[config.mk]
export PLATFORM = sky130hd
export DESIGN_NAME = pfh_host
export DESIGN_NICKNAME = d
export VERILOG_FILES = /design/src/pfh_pkg.sv /design/src/pfh_cycle.sv /design/src/pfh_host.sv
export SDC_FILE = /design/constraint.sdc
export NUM_CORES = 1
export LEC_CHECK = 0
export BUFFER_PORTS_ARGS = -buffer_cell sky130_fd_sc_hd__buf_4
export CAP_MARGIN = 20
export CELL_PAD_IN_SITES_DETAIL_PLACEMENT = 0
export CELL_PAD_IN_SITES_GLOBAL_PLACEMENT = 1
export CORE_ASPECT_RATIO = 0.75
export CORE_MARGIN = 2
export CORE_UTILIZATION = 40
export DETAILED_ROUTE_END_ITERATION = 6
export PLACE_DENSITY = 0.84
export SETUP_SLACK_MARGIN = 0.15
export SYNTH_ARGS = -nofsm -noshare
export SYNTH_HDL_FRONTEND = slang
export SYNTH_SLANG_ARGS = --single-unit
[constraint.sdc]
create_clock -name clock -period 2.85 [get_ports clock]
set_clock_uncertainty 0.05 [all_clocks]
set_input_delay 0.57 -clock clock [delete_from_list [all_inputs] [get_ports clock]]
set_output_delay 0.57 -clock clock [all_outputs]
set_load 0.02 [all_outputs]
[src/pfh_pkg.sv]
// Package for the parallel flash host controller: constants, types and timing
`default_nettype none
package pfh_pkg;
   // Bus widths
   localparam int ADDR_W = 18;
   localparam int DATA_W = 16;

   // Clock and timing (ns)
   localparam int CLK_PERIOD_NS       = 20;
   localparam int ACCESS_TIME_NS      = 90;   // Chip enable access time
   localparam int WRITE_PULSE_NS      = 40;   // Write enable low time
   localparam int RESET_PULSE_MIN_NS  = 500;  // Minimum reset pulse
   localparam int RESET_HIGH_TO_READ_NS = 50; // Reset high to first read
   localparam int ACCESS_CYC  = (ACCESS_TIME_NS + CLK_PERIOD_NS - 1) / CLK_PERIOD_NS;
   localparam int WRITE_CYC   = (WRITE_PULSE_NS + CLK_PERIOD_NS - 1) / CLK_PERIOD_NS;
   localparam int RESET_CYC   = (RESET_PULSE_MIN_NS + CLK_PERIOD_NS - 1) / CLK_PERIOD_NS;
   localparam int RHTR_CYC    = (RESET_HIGH_TO_READ_NS + CLK_PERIOD_NS - 1) / CLK_PERIOD_NS;
   localparam int CNT_W       = 8;

   // Unlock addresses, word and byte mode
   localparam logic [ADDR_W-1:0] UNLOCK1_WORD = 18'h0_0555;
   localparam logic [ADDR_W-1:0] UNLOCK2_WORD = 18'h0_02AA;
   localparam logic [ADDR_W-1:0] UNLOCK1_BYTE = 18'h0_0AAA;
   localparam logic [ADDR_W-1:0] UNLOCK2_BYTE = 18'h0_0555;
   localparam logic [ADDR_W-1:0] ADDR_ZERO    = 18'h0_0000;
   localparam logic [ADDR_W-1:0] ID_MFR_ADDR  = 18'h0_0000;
   localparam logic [ADDR_W-1:0] ID_DEV_ADDR  = 18'h0_0001;
   localparam logic [ADDR_W-1:0] PROT_VFY_OFS = 18'h0_0002;

   // Command data codes
   localparam logic [DATA_W-1:0] CODE_AA      = 16'h00AA;
   localparam logic [DATA_W-1:0] CODE_55      = 16'h0055;
   localparam logic [DATA_W-1:0] CODE_IDENT   = 16'h0090;
   localparam logic [DATA_W-1:0] CODE_PROGRAM = 16'h00A0;
   localparam logic [DATA_W-1:0] CODE_ERASE_SETUP = 16'h0080;
   localparam logic [DATA_W-1:0] CODE_CHIP_ERASE  = 16'h0010;
   localparam logic [DATA_W-1:0] CODE_SECT_ERASE  = 16'h0030;
   localparam logic [DATA_W-1:0] CODE_SUSPEND = 16'h00B0;
   localparam logic [DATA_W-1:0] CODE_RESUME  = 16'h0030;
   localparam logic [DATA_W-1:0] CODE_RESET   = 16'h00F0;
   localparam logic [DATA_W-1:0] DATA_ZERO    = 16'h0000;

   // Host operations
   typedef enum logic [3:0] {
      OP_READ, OP_WRITE, OP_RESET_CMD, OP_IDENT, OP_READ_ID, OP_PROT_VERIFY,
      OP_PROGRAM, OP_FAST_PROGRAM, OP_CHIP_ERASE, OP_SECT_ERASE,
      OP_SUSPEND, OP_RESUME, OP_HW_RESET, OP_STANDBY
   } pfh_op_t;

   // One request from the user side
   typedef struct packed {
      pfh_op_t           op;
      logic [ADDR_W-1:0] addr;
      logic [DATA_W-1:0] data;
   } pfh_req_t;

   // Pins toward the flash
   typedef struct packed {
      logic              chip_enable_n;
      logic              output_enable_n;
      logic              write_enable_n;
      logic              reset_n;
      logic              width_select;
      logic [ADDR_W-1:0] addr;
      logic [DATA_W-1:0] data_out;
      logic              data_oe;
   } pfh_pins_t;

   // One bus step handed to the cycle engine
   typedef struct packed {
      logic              is_write;
      logic [ADDR_W-1:0] addr;
      logic [DATA_W-1:0] data;
   } pfh_step_t;
endpackage : pfh_pkg
`default_nettype wire

[src/pfh_cycle.sv]
// Single bus cycle engine: one read or one write on the flash pins
`default_nettype none
module pfh_cycle (
   input  wire logic               clock,
   input  wire logic               resetn,
   input  wire logic               start,
   input  wire pfh_pkg::pfh_step_t step,
   input  wire logic [15:0]        data_in,
   output logic                    chip_enable_n,
   output logic                    output_enable_n,
   output logic                    write_enable_n,
   output logic [17:0]             addr,
   output logic [15:0]             data_out,
   output logic                    data_oe,
   output logic [15:0]             rdata,
   output logic                    done
);
   typedef enum logic [1:0] {CY_IDLE, CY_ACT, CY_END} pfh_cy_t;

   // Whole state of the engine
   typedef struct packed {
      pfh_cy_t                         st;
      logic [pfh_pkg::CNT_W-1:0]       cnt;
      logic                            wr;
      logic                            ce_n;
      logic                            oe_n;
      logic                            we_n;
      logic [17:0]                     a;
      logic [15:0]                     d;
      logic                            doe;
      logic [15:0]                     rd;
      logic                            dn;
   } pfh_cy_state_t;

   pfh_cy_state_t s_r;   // Registered state
   pfh_cy_state_t s_nxt; // Next state

   // Next-state logic
   always_comb begin
      s_nxt    = s_r;
      s_nxt.dn = 1'b0;
      unique case (s_r.st)
         CY_IDLE: begin
            if (start) begin
               s_nxt.st   = CY_ACT;
               s_nxt.wr   = step.is_write;
               s_nxt.a    = step.addr;
               s_nxt.d    = step.data;
               s_nxt.ce_n = 1'b0;
               // Read keeps write enable high; write keeps output enable high
               s_nxt.oe_n = step.is_write;
               s_nxt.we_n = !step.is_write;
               s_nxt.doe  = step.is_write;       // Never drive while flash may drive
               s_nxt.cnt  = step.is_write ? pfh_pkg::CNT_W'(pfh_pkg::WRITE_CYC)
                                          : pfh_pkg::CNT_W'(pfh_pkg::ACCESS_CYC);
            end
         end
         CY_ACT: begin
            if (s_r.cnt > pfh_pkg::CNT_W'(1)) begin
               s_nxt.cnt = s_r.cnt - pfh_pkg::CNT_W'(1);
            end else begin
               // Sample read data after the full access time
               if (!s_r.wr) begin
                  s_nxt.rd = data_in;
               end
               s_nxt.oe_n = 1'b1;
               s_nxt.we_n = 1'b1;
               s_nxt.st   = CY_END;
            end
         end
         CY_END: begin
            // Hold data one cycle past the write edge, then release
            s_nxt.ce_n = 1'b1;
            s_nxt.doe  = 1'b0;
            s_nxt.dn   = 1'b1;
            s_nxt.st   = CY_IDLE;
         end
      endcase
   end

   // State register
   always_ff @(posedge clock or negedge resetn) begin
      if (!resetn) begin
         s_r <= '{st: CY_IDLE, cnt: '0, wr: 1'b0, ce_n: 1'b1, oe_n: 1'b1, we_n: 1'b1,
                  a: '0, d: '0, doe: 1'b0, rd: '0, dn: 1'b0};
      end else begin
         s_r <= s_nxt;
      end
   end

   assign chip_enable_n   = s_r.ce_n;
   assign output_enable_n = s_r.oe_n;
   assign write_enable_n  = s_r.we_n;
   assign addr            = s_r.a;
   assign data_out        = s_r.d;
   assign data_oe         = s_r.doe;
   assign rdata           = s_r.rd;
   assign done            = s_r.dn;

   // Strobes never both low
   property p_no_contention;
      @(posedge clock) disable iff (!resetn) !(s_r.oe_n == 1'b0 && s_r.we_n == 1'b0);
   endproperty
   a_no_contention: assert property (p_no_contention) else $error("oe and we low together");

   // Host drives data only while output enable is high
   property p_drive_oe_high;
      @(posedge clock) disable iff (!resetn) s_r.doe |-> s_r.oe_n;
   endproperty
   a_drive_oe_high: assert property (p_drive_oe_high) else $error("driving data with oe low");
endmodule // pfh_cycle
`default_nettype wire

[src/pfh_host.sv]
// Host controller that drives a parallel NOR flash through its pins
// Summary of operation
// - Read: CE, OE low, WE high
// - Write: CE, WE low, OE high
// - Host does not restart an operation interrupted by reset; the user reissues it
// - Wait reset-high-to-read before reading
// - Reset code aborts failure, then command
// - Unlock addresses differ by byte/word mode
// - Identifier mode held until reset command or hardware reset
`default_nettype none
module pfh_host (
   input  wire logic               clock,
   input  wire logic               resetn,
   input  wire pfh_pkg::pfh_req_t  req,
   input  wire logic               req_valid,
   input  wire logic               byte_mode,
   output logic                    req_ready,
   output logic [15:0]             rsp_data,
   output logic                    rsp_valid,
   output logic                    busy,
   output logic                    erasing,
   output logic                    in_ident,
   input  wire logic [15:0]        flash_data_in,
   input  wire logic               ready_busy_n,
   output pfh_pkg::pfh_pins_t      pins
);
   typedef enum logic [2:0] {
      H_IDLE, H_SEQ, H_WAIT, H_RST_LOW, H_RST_REC, H_BUSYWAIT
   } pfh_hst_t;

   // Whole state of the host
   typedef struct packed {
      pfh_hst_t                    st;
      pfh_pkg::pfh_op_t            op;
      logic [2:0]                  idx;    // Step index in the sequence
      logic [2:0]                  len;    // Steps in the sequence
      logic [17:0]                 addr;
      logic [15:0]                 data;
      logic [pfh_pkg::CNT_W-1:0]   cnt;
      logic                        rdy;
      logic [15:0]                 rsp;
      logic                        rv;
      logic                        erase_run;
      logic                        ident;
      logic                        rst_n;
      logic                        wsel;
      logic                        bypass;
      logic                        bsy;    // Registered busy flag for the user port
   } pfh_hst_state_t;

   pfh_hst_state_t s_r;   // Registered state
   pfh_hst_state_t s_nxt; // Next state

   pfh_pkg::pfh_step_t step;       // Current bus step
   logic               cy_start;   // Launch one bus cycle
   logic               cy_done;    // Bus cycle finished
   logic [15:0]        cy_rdata;   // Data of a read cycle
   logic [17:0]        u1;         // First unlock address for the width
   logic [17:0]        u2;         // Second unlock address for the width
   logic               cy_ce_n;
   logic               cy_oe_n;
   logic               cy_we_n;
   logic [17:0]        cy_addr;
   logic [15:0]        cy_dout;
   logic               cy_doe;

   // Unlock addresses follow the bus width
   assign u1 = s_r.wsel ? pfh_pkg::UNLOCK1_WORD : pfh_pkg::UNLOCK1_BYTE;
   assign u2 = s_r.wsel ? pfh_pkg::UNLOCK2_WORD : pfh_pkg::UNLOCK2_BYTE;

   // Build the bus step for the current index of the sequence
   always_comb begin
      step = '{is_write: 1'b1, addr: u1, data: pfh_pkg::CODE_AA};
      unique case (s_r.op)
         pfh_pkg::OP_READ, pfh_pkg::OP_READ_ID: begin
            step.is_write = 1'b0;
            step.addr     = s_r.addr;
         end
         pfh_pkg::OP_PROT_VERIFY: begin
            step.is_write = 1'b0;
            step.addr     = s_r.addr | pfh_pkg::PROT_VFY_OFS;
         end
         pfh_pkg::OP_WRITE: begin
            step.addr = s_r.addr;
            step.data = s_r.data;
         end
         pfh_pkg::OP_RESET_CMD, pfh_pkg::OP_SUSPEND, pfh_pkg::OP_RESUME: begin
            step.addr = pfh_pkg::ADDR_ZERO;
            step.data = (s_r.op == pfh_pkg::OP_SUSPEND) ? pfh_pkg::CODE_SUSPEND :
                        (s_r.op == pfh_pkg::OP_RESUME)  ? pfh_pkg::CODE_RESUME  :
                                                          pfh_pkg::CODE_RESET;
         end
         pfh_pkg::OP_FAST_PROGRAM: begin
            // Two writes only: program code, then address and data
            step.data = pfh_pkg::CODE_PROGRAM;
            if (s_r.idx == 3'd1) begin
               step.addr = s_r.addr;
               step.data = s_r.data;
            end
         end
         default: begin
            // Unlock pair, command, then optional second unlock and final code
            unique case (s_r.idx)
               3'd0: step.data = pfh_pkg::CODE_AA;
               3'd1: begin
                  step.addr = u2;
                  step.data = pfh_pkg::CODE_55;
               end
               3'd2: step.data = (s_r.op == pfh_pkg::OP_IDENT)   ? pfh_pkg::CODE_IDENT   :
                                 (s_r.op == pfh_pkg::OP_PROGRAM) ? pfh_pkg::CODE_PROGRAM :
                                                                   pfh_pkg::CODE_ERASE_SETUP;
               3'd3: begin
                  if (s_r.op == pfh_pkg::OP_PROGRAM) begin
                     step.addr = s_r.addr;
                     step.data = s_r.data;
                  end
               end
               3'd4: begin
                  step.addr = u2;
                  step.data = pfh_pkg::CODE_55;
               end
               default: begin
                  // Sector address on the high bits selects the sector
                  step.addr = (s_r.op == pfh_pkg::OP_SECT_ERASE) ? s_r.addr : u1;
                  step.data = (s_r.op == pfh_pkg::OP_SECT_ERASE) ? pfh_pkg::CODE_SECT_ERASE
                                                                 : pfh_pkg::CODE_CHIP_ERASE;
               end
            endcase
         end
      endcase
   end

   // Next-state logic of the host
   always_comb begin
      s_nxt    = s_r;
      s_nxt.rv = 1'b0;
      cy_start = 1'b0;
      unique case (s_r.st)
         H_IDLE: begin
            s_nxt.rdy = 1'b1;
            if (req_valid && s_r.rdy) begin
               s_nxt.rdy  = 1'b0;
               s_nxt.op   = req.op;
               s_nxt.addr = req.addr;
               s_nxt.data = req.data;
               s_nxt.idx  = 3'd0;
               s_nxt.wsel = !byte_mode;
               s_nxt.st   = H_SEQ;
               unique case (req.op)
                  pfh_pkg::OP_PROGRAM: s_nxt.len = 3'd4;
                  // Identifier entry is three writes; the codes come back on plain reads
                  pfh_pkg::OP_IDENT: s_nxt.len = 3'd3;
                  pfh_pkg::OP_CHIP_ERASE, pfh_pkg::OP_SECT_ERASE: s_nxt.len = 3'd6;
                  pfh_pkg::OP_FAST_PROGRAM: s_nxt.len = 3'd2;
                  pfh_pkg::OP_HW_RESET: s_nxt.st = H_RST_LOW;
                  pfh_pkg::OP_STANDBY: begin
                     // Chip stays deselected; nothing to drive
                     s_nxt.st = H_IDLE;
                     s_nxt.rv = 1'b1;
                  end
                  default: s_nxt.len = 3'd1;
               endcase
               // Only suspend/resume while an erase runs; program busy blocks all but hardware reset
               if ((req.op == pfh_pkg::OP_SUSPEND || req.op == pfh_pkg::OP_RESUME)
                   && !s_r.erase_run) begin
                  s_nxt.st = H_IDLE;
                  s_nxt.rv = 1'b1;
               end
               if (!ready_busy_n && s_r.erase_run == 1'b0 && req.op != pfh_pkg::OP_HW_RESET) begin
                  s_nxt.st = H_IDLE;
                  s_nxt.rv = 1'b1;
               end
               s_nxt.cnt = pfh_pkg::CNT_W'(pfh_pkg::RESET_CYC);
            end
         end
         H_SEQ: begin
            cy_start = 1'b1;
            s_nxt.st = H_WAIT;
         end
         H_WAIT: begin
            if (cy_done) begin
               s_nxt.rsp = cy_rdata;
               if (s_r.idx + 3'd1 < s_r.len) begin
                  s_nxt.idx = s_r.idx + 3'd1;
                  s_nxt.st  = H_SEQ;
               end else begin
                  s_nxt.rv = 1'b1;
                  s_nxt.st = H_IDLE;
                  unique case (s_r.op)
                     pfh_pkg::OP_IDENT:     s_nxt.ident = 1'b1;
                     pfh_pkg::OP_RESET_CMD: begin
                        s_nxt.ident     = 1'b0;
                        s_nxt.erase_run = 1'b0;
                     end
                     pfh_pkg::OP_CHIP_ERASE, pfh_pkg::OP_SECT_ERASE: begin
                        s_nxt.erase_run = 1'b1;
                        s_nxt.st        = H_BUSYWAIT;
                     end
                     pfh_pkg::OP_PROGRAM, pfh_pkg::OP_FAST_PROGRAM: s_nxt.st = H_BUSYWAIT;
                     default: ;
                  endcase
                  s_nxt.cnt = pfh_pkg::CNT_W'(pfh_pkg::RHTR_CYC);
               end
            end
         end
         H_BUSYWAIT: begin
            // Give the flash time to pull busy, then release the user
            if (s_r.cnt != '0) begin
               s_nxt.cnt = s_r.cnt - pfh_pkg::CNT_W'(1);
            end else begin
               s_nxt.st = H_IDLE;
            end
         end
         H_RST_LOW: begin
            // Hold reset low for the minimum pulse
            s_nxt.rst_n = 1'b0;
            if (s_r.cnt != '0) begin
               s_nxt.cnt = s_r.cnt - pfh_pkg::CNT_W'(1);
            end else begin
               s_nxt.rst_n     = 1'b1;
               s_nxt.ident     = 1'b0;
               s_nxt.erase_run = 1'b0;
               s_nxt.cnt       = pfh_pkg::CNT_W'(pfh_pkg::RHTR_CYC);
               s_nxt.st        = H_RST_REC;
            end
         end
         H_RST_REC: begin
            // Wait reset-high-to-read and for busy to release
            if (s_r.cnt != '0) begin
               s_nxt.cnt = s_r.cnt - pfh_pkg::CNT_W'(1);
            end else if (ready_busy_n) begin
               s_nxt.rv = 1'b1;
               s_nxt.st = H_IDLE;
            end
         end
      endcase
      // Erase ended once busy goes high outside suspend handling
      if (s_r.erase_run && ready_busy_n && s_r.st == H_IDLE && s_r.op != pfh_pkg::OP_SUSPEND) begin
         s_nxt.erase_run = 1'b0;
      end
      // Busy is kept in its own flop so the output needs no gate
      s_nxt.bsy = !s_nxt.rdy;
   end

   // State register
   always_ff @(posedge clock or negedge resetn) begin
      if (!resetn) begin
         s_r <= '{st: H_IDLE, op: pfh_pkg::OP_READ, idx: '0, len: '0, addr: '0, data: '0,
                  cnt: '0, rdy: 1'b0, rsp: '0, rv: 1'b0, erase_run: 1'b0, ident: 1'b0,
                  rst_n: 1'b1, wsel: 1'b1, bypass: 1'b0, bsy: 1'b1};
      end else begin
         s_r <= s_nxt;
      end
   end

   // Bus cycle engine
   pfh_cycle u_cycle (
      .clock           (clock),
      .resetn          (resetn),
      .start           (cy_start),
      .step            (step),
      .data_in         (flash_data_in),
      .chip_enable_n   (cy_ce_n),
      .output_enable_n (cy_oe_n),
      .write_enable_n  (cy_we_n),
      .addr            (cy_addr),
      .data_out        (cy_dout),
      .data_oe         (cy_doe),
      .rdata           (cy_rdata),
      .done            (cy_done)
   );

   // Pins come from engine flip-flops or host state flip-flops
   always_comb begin
      pins.chip_enable_n   = cy_ce_n;
      pins.output_enable_n = cy_oe_n;
      pins.write_enable_n  = cy_we_n;
      pins.reset_n         = s_r.rst_n;
      pins.width_select    = s_r.wsel;
      pins.addr            = cy_addr;
      pins.data_out        = cy_dout;
      pins.data_oe         = cy_doe;
   end

   assign req_ready = s_r.rdy;
   assign rsp_data  = s_r.rsp;
   assign rsp_valid = s_r.rv;
   assign busy      = s_r.bsy;
   assign erasing   = s_r.erase_run;
   assign in_ident  = s_r.ident;

   // No bus cycle starts while reset is driven low
   property p_no_access_in_reset;
      @(posedge clock) disable iff (!resetn) !s_r.rst_n |-> cy_ce_n;
   endproperty
   a_no_access_in_reset: assert property (p_no_access_in_reset) else $error("access during reset");

   // Reset pulse lasts at least eight cycles
   property p_reset_width;
      @(posedge clock) disable iff (!resetn) $fell(s_r.rst_n) |-> !s_r.rst_n [*8];
   endproperty
   a_reset_width: assert property (p_reset_width) else $error("reset pulse too short");

   // Identifier flag clears after reset command completes
   property p_ident_clear;
      @(posedge clock) disable iff (!resetn)
         (s_r.st == H_WAIT && cy_done && s_r.op == pfh_pkg::OP_RESET_CMD && s_r.idx + 3'd1 >= s_r.len)
         |=> !s_r.ident;
   endproperty
   a_ident_clear: assert property (p_ident_clear) else $error("ident not cleared");

   // Suspend or resume outside an erase is answered at once, with no bus cycle
   property p_refuse_suspend;
      @(posedge clock) disable iff (!resetn)
         (s_r.st == H_IDLE && s_r.rdy && req_valid && !s_r.erase_run
          && (req.op == pfh_pkg::OP_SUSPEND || req.op == pfh_pkg::OP_RESUME))
         |=> (s_r.st == H_IDLE && s_r.rv);
   endproperty
   a_refuse_suspend: assert property (p_refuse_suspend) else $error("suspend taken outside erase");
endmodule // pfh_host
`default_nettype wire

# Yosys cells after proc, flatten, opt, wreduce, memory -nomap -nowiden

Index checks and enable logic that the tools add are counted.
Widths: inputs -> output; s select.

Add/subtract/negate cells: 3
Order comparisons: 2
Equality and inequality tests: 50
Mux-type cells: 63
Bitwise operators: 4
Reductions and logical operators: 47

Operators by type and width:

| kind                | number |
|---|---|
| $pmux 16 s4         | 2 |
| $pmux 18 s4         | 1 |
| $mux 34             | 2 |
| $mux 56             | 1 |
| $mux 8              | 7 |
| $pmux 18 s3         | 1 |
| $mux 49             | 1 |
| $mux 3              | 15 |
| $eq 4x4->1 const B  | 10 |
| $pmux 8 s4          | 1 |
| $eq 4x3->1 const B  | 6 |
| $mux 18             | 1 |
| $mux 6              | 3 |
| $ne 2x2->1 const B  | 9 |
| $pmux 3 s6          | 1 |
| $pmux 8 s2          | 1 |
| $sub 8x1->8 const B | 2 |
| $pmux 3 s5          | 1 |
| $reduce_and 5->1    | 3 |
| $eq 3x2->1 const B  | 4 |
| $eq 4x2->1 const B  | 3 |
| $mux 12             | 1 |
| $pmux 2 s2          | 3 |
| $reduce_and 3->1    | 4 |
| 37 further kinds    | 86 |

Bits in registers: 144
Input bits: 59
Output and inout port bits: 61
Word-level logic and storage cells: 195

# Logic depth before layout (Yosys ltp)

Word-level depth: 8
Gate-level depth with buffers: 10
Mapped depth without buffers: 9

# Modules after synthesis

Synthesis repeated with hierarchy kept, for this count alone.

Cells, all modules: 851
Area total of the unflattened synthesis: 8,235.4 µm²

By module, submodules not included:

| module    | times used | cells each | area an instance (µm²) |
|---|---|---|---|
| pfh_host  | 1          | 590        | 4,972.3 |
| pfh_cycle | 1          | 261        | 3,263.1 |

# Worst setup path after synthesis

No wires, ideal clock.

Kind: reg-to-reg
Start: register s_r[71] (netlist name)
End: register s_r[24] (netlist name)
Library setup time: 0.126 ns
Arrival time: 2.460 ns
Data required time: 2.674 ns
Path slack: 0.214 ns
Cell stages (with the launch flop): 11
Buffers on the path: 1
Clock period less this slack: 2.636 ns
Path through: dfrtp_1 > clkbuf_1 > inv_1 > ha_1 > inv_1 > ha_1 > a21oi_1 > o21a_1 > o21ai_1 > or2_4 > a221o_1

Longest elaborated chain between the ends: 4

Ends and longest elaborated chain:

| element                           | RTL line        | source |
|---|---|---|
| start, declared                   | pfh_host.sv:51  | `pfh_hst_state_t s_r;` |
| start signal, assigned            | pfh_host.sv:248 | `s_r <= '{st: H_IDLE, op: pfh_pkg::OP_READ, idx: '0, len: '0, addr: '0, data: '0,` |
| start signal, assigned            | pfh_host.sv:252 | `s_r <= s_nxt;` |
| $add 3x1->3                       | pfh_host.sv:183 | `if (s_r.idx + 3'd1 < s_r.len) begin` |
| $lt 3x3->1                        | pfh_host.sv:183 |  |
| $ne 2x2->1 (no source line)       | -               |  |
| $reduce_and 5->1 (no source line) | -               |  |

Every way passes these cells.
A chain may end at the register's enable or synchronous reset.

# Worst setup path in the final report

Start: register s_r[70] (netlist name)
End: register s_r[24] (netlist name)

Same word-level chain as after synthesis.

==> flow_summary.toml <==
[run_status]
status = "complete, no violations"

[detailed_routing]
drcViolationCount = 0
routedWlPerCell_um = 16.64
antenna_left = 0
drtIter0Drc = 566
totalWireLength_um = 19730
first_pass_iters = 5
via_per_inst = 5.374
vias = 6374

[grt]
grt_antenna_before_repair = 0
gr-total-overflow = 0
grt_usage_pct = 19.40
grt_pass1_vias = 6066
grt_pass1_wl_um = 32520
grt_max_degree = 145

[pwr]
pwr-share-comb_pct = 47.7
switching_share_pct = 43.17
irDropWorstVdd_mv = 0.4556
powerDensity_nw_per_um2 = 1205
p_seq_share_pct = 33.4
clkPwrFrac_pct = 19.0
internal_power_mw = 6.377
leakage_nw = 4.374
p_switching_mw = 4.843

[synthesis]
synth-seq-area-share_pct = 46.08
synth_top_cell_by_area = "dfrtp_1"
synthFlopType = "dfrtp_1"
ys_seq_elements = 144
async_flop_share_pct = 100.0
postSynthCellCount = 846
synthSimpleGateAreaFrac_pct = 19.26
synth.area.mux_share_pct = 5.413
yosys_warnings = 0
synth_top_area_share_pct = 44.07
netlist_area_um2 = 7836
ys_top_cells_by_area = "dfrtp_1 44%, nand2_1 8.3%, buf_4 5.5%"
synth-xor-area-share_pct = 0.5588
syn_nets = 919
synth_top_family_by_area = "simple AND/OR/NAND/NOR gates"
syn_area_per_cell_um2 = 9.263
synth_compound_area_share_pct = 17.64
synth.distinct_cells = 77
synthAdderAreaFrac_pct = 2.235
synth_edf_count = 0

[critical_path]
start_kind = "flop"
cp.required_ps = 3110
path_cells = "ha_1 -> ha_1 -> inv_1 -> ha_1 -> a21oi_1 -> o21a_1 -> o21ai_2 -> or2_4 -> a221o_1"
cp_max_fo = 8
worstSetupPathType = "flop to flop"
endpoint_kind = "flop"
crit_top_cell = "ha_1"
crit_buf_inv = 1
cp_slowest_cell = "dfrtp_1"
crit_family = "compound AO/OA/AOI/OAI gates"
crit_path_max_incr_delay_ps = 410
critPathArrivalTime_ps = 2830

[clock_network]
postCtsSetupRepairBufs = 0
holdBufCountCts = 0
tritoncts = "yes"
h-tree-depth = 4
clk_path_buf_depth = 2
cts_buffers = 17
clk_pin_slew_ps = 70
root_buffer = "clkbuf_16"
clk_latency_ps = 420
cts_sinks = 144

[run]
cap_viol_max_count = 0

[finish]
antenna_cells = 0
drive_above_1_share_pct = 27.44
fillCellCount = 1866
area_growth_pct = 18.81
seqCellArea_um2 = 3611
multi_input_area_um2 = 3565
layout.nets = 993

[floorplan]
design.die.area_um2 = 20740
fp.coreArea_um2 = 19270
pin_count = 120
fp.dieH_um = 125.2
initial_core_util_pct = 40.67
die_w_um = 165.6
rows = 44

[sta]
fin_crit_sh_pct = 90.13
rsz0062_at_grt = "yes"
finalHoldWorstSlack_ps = 188.5
setup_violations = 0
tns_ps = 0
slew_viol_final = 0
max_freq_ghz = 0.3893
post-route-min-period_ps = 2569
relSlewSlack_pct = 47.06
worst_pin_slew_ps = 794.1
timing.final.hold_violations = 0

[place]
place_congestion = 0.8469
portBuffers = 119
hpwl_um = 13850

[min_path]
hp-class = "primary input to async pin"
==> power by group through the flow <==
stage | sequential [mW] | clock, mW | combinational [mW]
floorplan | 3.47 | 0 | 4.12
global placement | 3.73 | 0 | 5.23
detailed placement | 3.76 | 0 | 5.29
CTS | 3.74 | 2.18 | 5.34
global route | 3.87 | 2.27 | 5.91
finish | 3.74 | 2.13 | 5.35
==> stage by stage <==
stage               std cells  instance area [µm²]  setup WS, ps  util, %  total power [mW]
floorplan                 846                 7836         214.3        -             7.592
global placement         1154                 8735         170.5    45.33             8.954
CTS                      1186                 9298         145.2    48.25             11.25
global route             1186                 9310         141.8    48.32             12.04
finish                   1186                 9310         281.3    48.32             11.22
detailed placement       1154                 8735         95.71    45.33             9.055
==> cells by family after synthesis <==
kind of cell	Yosys count
buffers and inverters	123
and+or+nand+nor	316
DFF	144
muxes	38
AOI/OAI and AO/OA	206
adders and majority gates	14
xor gates and xnor gates	5
==> worst reg2reg max path: cells and delay by family (launching register included) <==
kind / cells / cell delay [ps]
AND/OR/NAND/NOR: 1 / 310
flip-flops: 1 / 410
adder cells (fa/ha/maj): 3 / 770
AO/OA/AOI/OAI: 4 / 880
buffers and inverters: 1 / 50
==> cells in the mapped netlist, drive strengths merged (4+ instances only) <==
cell type  instances
buf               71
ha                14
xor2               5
nor3              15
a21oi             43
nand2            173
o21ai             57
a31oi             18
dfstp              6
o22a               5
nand3             11
o21a               5
and3               5
clkbuf            27
o22ai              8
nand2b            12
and2               5
nor2b             12
inv               25
o31ai             12
nor4               4
mux2              35
nor2              48
nand4              7
o32ai              5
a22o              12
dfrtp            138
a21boi             4
==> sequential cells by signal, summed over array words and instances, names as in the netlist, 2 cells and up <==
name and cells:
s_r 55, rsp_data 16, u_cycle.addr 18, u_cycle.data_out 16, u_cycle.rdata 16, u_cycle.s_r 11, pins 2
==> cells in the final DEF, fill, tap and decap left out, types with 4 or more instances in the layout <==
master and instances:
o22a_1 5, o32ai_1 4, a31oi_1 17, o31ai_1 12, nand2_1 173, and3_1 5, nand2b_1 12, o21a_1 4
nand4_1 7, xor2_1 5, ha_1 14, mux2_2 35, and2_1 5, inv_1 25, dfrtp_1 138, nor3_1 12
o21ai_0 54, nor2_1 44, dfstp_2 6, clkbuf_16 17, a21oi_1 42, nand3_1 10, buf_4 151, o22ai_1 8
nor2b_1 11, a22o_1 12, inv_6 6
==> layer usage <==
metal	GRT usage (%)	part of all wire, %	vias to the layer above
met1	30.16	51	3063
li1	-	-	3071
met2	27.04	42	230
met5	0	0	-
met3	5.318	6.4	10
met4	3.478	0.60	0
==> final timing paths <==
kind / endpoint / from / slack, ps / cells past startpoint
min in group clock: pins[35] / byte_mode / 250 / 2
max reg2reg: s_r[24] / s_r[70] / 280 / 9
min reg2reg: s_r[64] / s_r[64] / 430 / 2
min: u_cycle.data_out[12] / resetn / 190 / 2
max in group asynchronous: u_cycle.done / resetn / 1950 / 2
max: s_r[24] / s_r[70] / 280 / 9
==> what timing repair did <==
| item | 4_1_cts | 5_1_grt |
|---|---|---|
| hold endpoints to repair | 0 | 0 |
| endpoints found under the setup margin | 1 | 10 |
| gates resized for setup | 1 | 3 |
==> cell type report <==
| type | instances | area share, % |
|---|---|---|
| sequential | 144 | 38.79 |
| multi-input combinational | 579 | 38.29 |
| timing repair buffer | 153 | 12.51 |
| clock buffer | 18 | 4.717 |
| tap | 253 | 3.400 |
| clock inverter | 14 | 1.290 |
| inverter | 25 | 1.008 |
(Power assumes the default switching activity.)
